<file path="src/rtl/cable_detect_pkg.sv">
package cable_detect_pkg;

    // Clock and timing
    localparam int unsigned CLK_HZ          = 40_000_000;
    localparam int unsigned CLK_PERIOD_PS   = 25_000;
    // Release deadline after reset, seconds
    localparam int unsigned RELEASE_TIMEOUT_S = 31;
    localparam longint unsigned RELEASE_TIMEOUT_CYC =
        longint'(RELEASE_TIMEOUT_S) * longint'(CLK_HZ);
    // Device 1 release bound after reset, ns (longest time, rounds down)
    localparam int unsigned DEV1_RELEASE_NS  = 400;
    localparam int unsigned DEV1_RELEASE_CYC =
        (DEV1_RELEASE_NS * 1000) / CLK_PERIOD_PS;
    // Discharge hold (capacitor discharge up to 28 us, least time)
    localparam int unsigned DISCHARGE_NS  = 28_000;
    localparam int unsigned DISCHARGE_CYC =
        (DISCHARGE_NS * 1000 + CLK_PERIOD_PS - 1) / CLK_PERIOD_PS;
    // Sample window opens 0.3 us after release (least time)
    localparam int unsigned WIN_OPEN_NS   = 300;
    localparam int unsigned WIN_OPEN_CYC  =
        (WIN_OPEN_NS * 1000 + CLK_PERIOD_PS - 1) / CLK_PERIOD_PS;
    // Sample window closes 7.4 us after release (longest time)
    localparam int unsigned WIN_CLOSE_NS  = 7_400;
    localparam int unsigned WIN_CLOSE_CYC =
        (WIN_CLOSE_NS * 1000) / CLK_PERIOD_PS;

    localparam int unsigned SEQ_CNT_W = 11;
    localparam int unsigned SYNC_STAGES = 2;

    // Cable report encoding
    localparam logic CABLE_40 = 1'h0;
    localparam logic CABLE_80 = 1'h1;

    typedef enum logic [4:0] {
        ST_IDLE      = 5'h01,
        ST_DISCHARGE = 5'h02,
        ST_SETTLE    = 5'h04,
        ST_SAMPLE    = 5'h08,
        ST_DONE      = 5'h10
    } detect_state_e;

    // Firmware direct control of the line
    typedef struct packed {
        logic override;
        logic assert_low;
    } fw_line_s;

    // Result handed to identify data
    typedef struct packed {
        logic valid;
        logic cable_80;
    } cable_result_s;

endpackage

</file>
<file path="src/rtl/release_timer.sv">
`timescale 1ns/1ps
`default_nettype none
// Counts from reset to a deadline, raising expired as a level
module release_timer
    import cable_detect_pkg::*;
#(
    parameter longint unsigned LIMIT = RELEASE_TIMEOUT_CYC
)(
    input  wire logic clk,
    input  wire logic rst_n,
    output logic      expired
);
    localparam int unsigned W = $clog2(LIMIT + 1);

    initial
    begin
        if (LIMIT < 1)
            $error("release_timer LIMIT must be at least 1");
    end

    logic [W-1:0] cnt_q;
    logic [W-1:0] cnt_d;
    logic         exp_q;
    logic         exp_d;

    always_comb
    begin
        cnt_d = cnt_q;
        exp_d = exp_q;
        if (!exp_q)
        begin
            cnt_d = cnt_q + W'(1);
            if (cnt_q == W'(LIMIT - 1))
                exp_d = 1'b1;
        end
    end

    always_ff @(posedge clk or negedge rst_n)
    begin
        if (!rst_n)
        begin
            cnt_q <= '0;
            exp_q <= 1'b0;
        end
        else
        begin
            cnt_q <= cnt_d;
            exp_q <= exp_d;
        end
    end

    assign expired = exp_q;
endmodule
`default_nettype wire

</file>
<file path="src/rtl/cable_detect.sv">
// Behaviour
// RULE1 - Release the line on first command or 31 s after reset.
// RULE2 - Host identifies Device 1 first so the shared line is released.
// RULE3 - Host reads high as 40-conductor, low as probable 80-conductor.
// RULE4 - Host checks identify data shows ATA-3 or later before trusting.
// RULE5 - Host limits Ultra DMA to mode 2 without an 80-conductor cable.
// RULE6 - On identify, drive low, release, sample in window, then answer.
// RULE7 - Sampled cable type is recorded in identify data.
// RULE8 - Host uses each device's reported cable type to allow fast modes.
// RULE9 - As Device 1, release diagnostic line within 400 ns of reset.
// RULE10 - Line is only driven low or released, never driven high.
// RULE11 - Device can assert and sense the line; firmware has direct control.
// RULE12 - Window sample low means 40-conductor, high means 80-conductor.
`timescale 1ns/1ps
`default_nettype none
module cable_detect
    import cable_detect_pkg::*;
#(
    parameter longint unsigned RELEASE_CYC  = RELEASE_TIMEOUT_CYC,
    parameter int unsigned     DISCH_CYC    = DISCHARGE_CYC,
    parameter int unsigned     OPEN_CYC     = WIN_OPEN_CYC,
    parameter int unsigned     CLOSE_CYC    = WIN_CLOSE_CYC
)(
    input  wire logic          clk,
    input  wire logic          rst_n,
    input  wire logic          is_device1,
    input  wire logic          cmd_strobe,
    input  wire logic          identify_cmd,
    input  wire fw_line_s      fw_line,
    input  wire logic          diag_cable_id_line_i,
    output logic               diag_cable_id_line_o,
    output logic               diag_cable_id_line_oe,
    output logic               line_level,
    output logic               detect_busy,
    output logic               identify_ready,
    output cable_result_s      cable_result
);
    initial
    begin
        if (DISCH_CYC < 1 || OPEN_CYC < 1 || CLOSE_CYC <= OPEN_CYC
            || CLOSE_CYC >= (1 << SEQ_CNT_W) || DISCH_CYC >= (1 << SEQ_CNT_W))
            $error("cable_detect timing parameters out of range");
    end

    // Reset release through two flops
    logic [SYNC_STAGES-1:0] rst_sync_q;
    logic                   rst_i_n;
    always_ff @(posedge clk or negedge rst_n)
    begin
        if (!rst_n)
            rst_sync_q <= '0;
        else
            rst_sync_q <= {rst_sync_q[SYNC_STAGES-2:0], 1'b1};
    end
    assign rst_i_n = rst_sync_q[SYNC_STAGES-1];

    logic timeout;
    release_timer #(
        .LIMIT   (RELEASE_CYC)
    ) u_timer (
        .clk     (clk),
        .rst_n   (rst_i_n),
        .expired (timeout)
    );

    // Diagnostic assertion held by a Device 0 after reset
    logic diag_hold_q;
    logic diag_hold_d;
    logic dev1_q;
    logic dev1_d;
    logic strap_q;
    logic strap_d;

    always_comb
    begin
        strap_d     = 1'b1;
        dev1_d      = strap_q ? dev1_q : is_device1;
        diag_hold_d = diag_hold_q;
        if (!strap_q && is_device1)
            diag_hold_d = 1'b0;                           // RULE9
        if (cmd_strobe || timeout)
            diag_hold_d = 1'b0;                           // RULE1
    end

    always_ff @(posedge clk or negedge rst_i_n)
    begin
        if (!rst_i_n)
        begin
            strap_q     <= 1'b0;
            dev1_q      <= 1'b0;
            // Device 1 drops this on the first edge after release
            diag_hold_q <= 1'b1;
        end
        else
        begin
            strap_q     <= strap_d;
            dev1_q      <= dev1_d;
            diag_hold_q <= diag_hold_d;
        end
    end

    // Detection sequencer
    detect_state_e          state_q;
    detect_state_e          state_d;
    logic [SEQ_CNT_W-1:0]   cnt_q;
    logic [SEQ_CNT_W-1:0]   cnt_d;
    cable_result_s          res_q;
    cable_result_s          res_d;
    logic                   rdy_q;
    logic                   rdy_d;

    always_comb
    begin
        state_d = state_q;
        cnt_d   = cnt_q;
        res_d   = res_q;
        rdy_d   = 1'b0;
        unique case (state_q)
            ST_IDLE:
            begin
                if (cmd_strobe && identify_cmd)
                begin
                    state_d = ST_DISCHARGE;               // RULE6
                    cnt_d   = '0;
                end
            end
            ST_DISCHARGE:
            begin
                cnt_d = cnt_q + SEQ_CNT_W'(1);
                if (cnt_q == SEQ_CNT_W'(DISCH_CYC - 1))
                begin
                    state_d = ST_SETTLE;
                    cnt_d   = '0;
                end
            end
            ST_SETTLE:
            begin
                cnt_d = cnt_q + SEQ_CNT_W'(1);
                // Sample one cycle after window open: 80-wire rise is done by then
                if (cnt_q == SEQ_CNT_W'(OPEN_CYC - 1))
                    state_d = ST_SAMPLE;
            end
            ST_SAMPLE:
            begin
                res_d.valid    = 1'b1;                    // RULE7
                res_d.cable_80 = diag_cable_id_line_i ? CABLE_80
                                                      : CABLE_40; // RULE12
                state_d        = ST_DONE;
            end
            ST_DONE:
            begin
                rdy_d   = 1'b1;                           // RULE6
                state_d = ST_IDLE;
            end
            default:
            begin
                state_d = ST_IDLE;
            end
        endcase
    end

    always_ff @(posedge clk or negedge rst_i_n)
    begin
        if (!rst_i_n)
        begin
            state_q <= ST_IDLE;
            cnt_q   <= '0;
            res_q   <= '0;
            rdy_q   <= 1'b0;
        end
        else
        begin
            state_q <= state_d;
            cnt_q   <= cnt_d;
            res_q   <= res_d;
            rdy_q   <= rdy_d;
        end
    end

    // Open-drain drive: output data is always low
    logic drive_low;
    always_comb
    begin
        if (fw_line.override)
            drive_low = fw_line.assert_low;               // RULE11
        else
            drive_low = diag_hold_q || (state_q == ST_DISCHARGE);
    end

    assign diag_cable_id_line_o  = 1'b0;                  // RULE10
    assign diag_cable_id_line_oe = drive_low;             // RULE10
    assign line_level            = diag_cable_id_line_i;  // RULE11
    assign detect_busy           = (state_q != ST_IDLE);
    assign identify_ready        = rdy_q;
    assign cable_result          = res_q;

endmodule
`default_nettype wire

</file>
<file path="config.mk">
export PLATFORM = sky130hd
export DESIGN_NAME = cable_detect
export DESIGN_NICKNAME = d
export VERILOG_FILES = /design/src/rtl/cable_detect_pkg.sv /design/src/rtl/release_timer.sv /design/src/rtl/cable_detect.sv
export SDC_FILE = /design/constraint.sdc
export NUM_CORES = 1
export LEC_CHECK = 0
export BUFFER_PORTS_ARGS = -buffer_cell sky130_fd_sc_hd__buf_2
export CAP_MARGIN = 10
export CORE_MARGIN = 2
export CORE_UTILIZATION = 54
export DETAILED_ROUTE_END_ITERATION = 12
export GPL_TIMING_DRIVEN = 0
export PLACE_DENSITY = 0.81
export SYNTH_ARGS = -nofsm -noshare
export SYNTH_HDL_FRONTEND = slang
export SYNTH_HIERARCHICAL = 1
export SYNTH_SLANG_ARGS = --single-unit
</file>
<file path="constraint.sdc">
create_clock -name clk -period 1.9 [get_ports clk]
set_clock_uncertainty 0.2 [all_clocks]
set_input_delay 0.19 -clock clk [delete_from_list [all_inputs] [get_ports clk]]
set_output_delay 0.19 -clock clk [all_outputs]
set_load 0.05 [all_outputs]
</file>
Yosys cells after proc, flatten, opt, wreduce, memory -nomap -nowiden
Index checks and enable logic that the tools add are counted.
Cells by class
  add/sub/neg operators: 2
  eq/ne operators: 12
  muxes and demuxes: 14
  reduce and logical (&&, ||, !) cells: 9
Operators by type and width (count)
  11-bit case mux with 3 select lines: 1
  31-bit by 1-bit adder with 31-bit output (second input constant): 1
  31-bit equality test (second input constant): 1
  11-bit two-way mux: 2
  5-bit case mux with 4 select lines: 1
  5-bit two-way mux: 3
  11-bit by 1-bit adder with 11-bit output (second input constant): 1
  11-bit equality test (second input constant): 1
  11-bit by 4-bit equality test with 1-bit output (second input constant): 1
  1-bit two-way mux: 7
  2-bit inequality test (second input constant): 3
  5-bit by 1-bit equality test with 1-bit output (second input constant): 1
  5-bit by 2-bit equality test with 1-bit output (second input constant): 1
  5-bit by 3-bit equality test with 1-bit output (second input constant): 1
  5-bit by 4-bit equality test with 1-bit output (second input constant): 1
  5-bit equality test (second input constant): 1
  5-bit by 1-bit inequality test with 1-bit output (second input constant): 1
  3-bit AND reduction: 1
  3-bit nonzero test: 1
  1-bit logical AND: 2
  1-bit logical OR: 2
  2-bit AND reduction: 1
  2-bit nonzero test: 1
  1-bit zero test: 1
Storage, ports and cells
  flip-flop bits (word level): 55
  input bits: 8
  output and inout port bits: 7
  logic and storage cells: 47

Logic depth before layout (Yosys ltp)
  word-level depth: 4
  depth in mapped cells: 7

Cells and area by module
Netlist, hierarchy kept.
Modules (own cells, without submodules)
  release_timer: instances 1, cells each 136, area an instance 1508.9 um^2, sequential area each 800.8 um^2
  cable_detect: instances 1, cells each 118, area an instance 1204.9 um^2, sequential area each 578.1 um^2

Worst setup path after synthesis
OpenSTA, ideal clock, no wires.
  path kind: flip-flop to output port
  from: register state_q[3]
  to: output diag_cable_id_line_oe
  data arrival time: 2013 ps
  required time: 1510 ps
  slack: -503 ps
  cell stages (with the launch flop): 5
  cells stage by stage: dfrtp_1 -> or2_4 -> nor3_4 -> nor2_1 -> o21ai_0
Between the ends
  cells in the longest elaborated chain, start to end: 3
RTL lines
  start: declaration: line cable_detect.sv:103  | detect_state_e state_q;
  start signal: assignment: line cable_detect.sv:173  | state_q <= state_d;
  5-bit by 2-bit equality test with 1-bit output: line cable_detect.sv:187  | drive_low = diag_hold_q || (state_q == ST_DISCHARGE);
  1-bit logical OR: line cable_detect.sv:187
  1-bit two-way mux: line cable_detect.sv:184  | if (fw_line.override)
  end: declaration: line cable_detect.sv:32  | output logic diag_cable_id_line_oe,
Every way passes these cells.

Worst setup path after layout
  from: register state_q[4]
  to: output detect_busy
Between the ends
  cells in the longest elaborated chain, start to end: 1
RTL lines
  5-bit by 1-bit inequality test with 1-bit output: line cable_detect.sv:193  | assign detect_busy = (state_q != ST_IDLE);
  end: declaration: line cable_detect.sv:34  | output logic detect_busy,
Every way passes these cells.

==> metrics.md <==
| Metric | Value |
|---|---|
| Worst-path clk slew | `90 ps` |
| Final TNS setup | `-591.0 ps` |
| RSZ-0062 raised after global routing | `true` |
| CTS buffer count | `5` |
| Root Buffer Master | `clkbuf_8` |
| Clock buffer depth | `2` |
| Critical R2R Launch | `state_q[0]` |
| Setup crit end kind | `output port` |
| Slowest stage cell on the critical path | `or4b_4` |
| Clock Power Share | `32.7%` |
| Crit path kind | `reg -> out` |
| Final Worst Setup Slack | `-132.9 ps` |
| Flops & latches, synth | `55` |
| Gr usage total | `20.08%` |
| Detail Route Antenna Nets | `0` |
| Number of global-route vias before repair | `1978` |
| Layout cell share with drive strength beyond 1 | `24.16%` |
| Via count | `2028` |
| WP depth | `3` |
| CP required | `1510 ps` |
| Period utilization | `107.0%` |
| Worst-skew pair later-pin latency | `300 ps` |
| Final Cell Area | `3254 µm²` |
| Gpl congestion | `0.8198` |
| Largest net degree at the start of global routing | `45` |
| Slew @ Worst Pin | `515.9 ps` |
| Met1 usage | `26.85%` |
| Total wire length | `5154 µm` |
| Dpl hpwl | `3316 µm` |
| Row cnt | `25` |
| Sw Share | `20.88%` |
| Crit path launch | `state_q[4]` |
| Crit path launch type | `register` |
| Layout area overhead | `19.92%` |
| Most common cell in the synthesized netlist | `dfrtp_1` |
| Placed inst area | `2895 µm²` |
| DRC Markers | `0` |
| Status | `finished with violations` |
| Mean Syn Cell Area | `10.68 µm²` |
| DIE AREA | `5609 µm²` |
| Inserted Diodes | `0` |
| Post-Syn Instances | `254` |
| Hold WC Path Type | `reg -> async` |
| 1st-pass router iterations | `4` |
| Starting Density | `56.71%` |
| Mapped Area | `2714 µm²` |
| Fill count | `361` |
| Pins Over Slew Limit | `0` |
| Sequence of cells on the critical path | `or2_4 > or4b_4 > buf_8` |
| Number of flops mapped to enable cells by yosys | `0` |
| Vias/cell | `5.556` |
| Synth top area share | `48.87%` |
| Final hold violations | `0` |
| Reg2Reg Depth | `5` |
| Die Height | `74.89 µm` |
| Sequential power share | `63.6%` |
| Lkg Pwr | `1.520 nW` |
| CP Data Arrival Time | `1640 ps` |
| Sequential share of the synthesized area | `50.81%` |
| Met3 GRT Util | `4.150%` |
| Initial DRC Count | `112` |
| Core area | `4786 µm²` |
| Max cap viols | `0` |
| P_int | `1.461 mW` |
| H-tree levels | `2` |
| Overflow after GRT | `0` |
| Final #Nets | `307` |
| P_sw | `0.3855 mW` |
| Horiz. Die Dim | `74.89 µm` |
| Max_slew headroom | `65.48%` |
| Post-synth ARST share | `100.0%` |
| Busiest layer in global routing | `met2` |
| Most frequent cells after synthesis | `dfrtp_1 (53), xnor2_1 (23), nand3_1 (21), nand2_1 (16), nor2_1 (15)` |
| Synth top area cells | `dfrtp_1 (49%), xnor2_1 (7.4%), nand3_1 (3.9%)` |
| Port bufs | `13` |
| First-pass GRT wire length | `8590 µm` |
| Peak supply drop | `0.0005731 V` |
| Top_reg_cell synth | `dfrtp_1` |
| CTS Sinks | `55` |
| R2R setup slack | `-120 ps` |
| Library cells used by synthesis | `55` |
| # setup viols final | `6` |
| Family with the most delay on the worst path | `simple AND/OR/NAND/NOR gates` |
| Max Fclk | `491.9 MHz` |
| Power Total | `1.847 mW` |
| Dominant cell type by area after synthesis | `dfrtp_1` |
| Io pins | `15` |
| CP max FO | `6` |
| Crit path buf inv count | `1` |
| Pwr Density | `567.4 nW/µm²` |
| TritonCTS clock tree | `yes` |
| GR met2 Demand/Resource | `32.36%` |
| Combinational Power Share | `3.7%` |
| Routed len/inst | `14.12 µm` |
| Slowest Stage Delay on Critical Path | `510 ps` |
| Antenna violations before repair | `0` |
| Final min period | `2033 ps` |
| Failing checks | `setup timing` |
| YS warnings | `6` |
| Hold Slack | `53.38 ps` |
[metal layers]
layer	routed length (µm)	part of all wire [%]	vias up
li1	-	-	988
met5	0	0	-
met1	2376	46	997
met2	2537	49	34
met3	147	2.9	9
met4	93	1.8	0
[power by group through the flow]
stage | Sequential [mW] | Combinational [mW] | Clock [mW]
6_report | 1.17 | 0.0674 | 0.604
5_1_grt | 1.18 | 0.0761 | 0.681
4_1_cts | 1.17 | 0.0691 | 0.630
3_5_place_dp | 1.20 | 0.0541 | 0
3_3_place_gp | 1.22 | 0.0312 | 0
2_1_floorplan | 1.21 | 0.0200 | 0
[kinds of logic (layout without fill, tap and decap cells)]
group | after synthesis | count (layout) | synth area share, %
compound gates | 30 | 30 | 7.516
fa+ha+maj | 2 | 2 | 0.9219
xor+xnor | 30 | 30 | 9.682
mux | 3 | 3 | 1.199
simple gates | 117 | 117 | 26.69
buf+inv | 15 | 58 | 2.904
flops | 55 | 55 | 50.81
other cells | 2 | 3 | 0.2767
[registers in the layout, indices dropped and copies added, names as in the netlist]
signal           flops
identify_ready       1
strap_q              1
cable_result         2
state_q              5
cnt_q               11
rst_sync_q           2
u_timer/expired      1
diag_hold_q          1
u_timer/cnt_q       31
[worst paths after layout]
| check | endpoint |
|---|---|
| min in group clk | rst_sync_q[1] |
| setup reg to reg | cnt_q[2] |
| hold / removal | u_timer/cnt_q[0] |
| max in group asynchronous | state_q[1] |
| hold reg to reg | u_timer/cnt_q[0] |
| setup / recovery | detect_busy |
[per-stage QoR]
stage,util (%),instances,setup WS (ps)
floorplan,-,255,40.34
global placement,60.05,335,-479.7
detailed placement,60.50,336,-151.4
CTS,66.51,362,-131.1
global route,68.00,365,-177.7
finish,68.00,365,-132.9
[what timing repair did]
item,in CTS,in global routing
hold endpoints to repair,14,0
gates resized for setup,12,13
setup endpoints to repair,25,24
hold buffers,7,0
pin swaps,4,5
buffers inserted,11,3
[cells in the final DEF (no fill, tap or decap), types with 5 or more instances in the layout]
master          n
dfrtp_1        51
xnor2_1        23
nand3_1        21
buf_4          17
nand2_1        16
nor2_1         13
nand4_1        13
buf_2          12
o21ai_1         8
inv_1           8
nor3_1          7
dlygate4sd3_1   7
xor2_1          7
and3_1          6
a21oi_1         5
a21o_1          5
clkbuf_8        5
[cell type report]
class	count	area (µm²)	share of cell area (%)
Timing Repair Buffer	35	276.5	8.497
Tap cell	67	83.83	2.576
Clock buffer	8	80.08	2.461
Buffer	7	61.31	1.884
Inverter	8	30.03	0.9227
Multi-Input combinational cell	185	1341	41.22
Sequential cell	55	1381	42.45
Power figures use the tool's default switching activity.
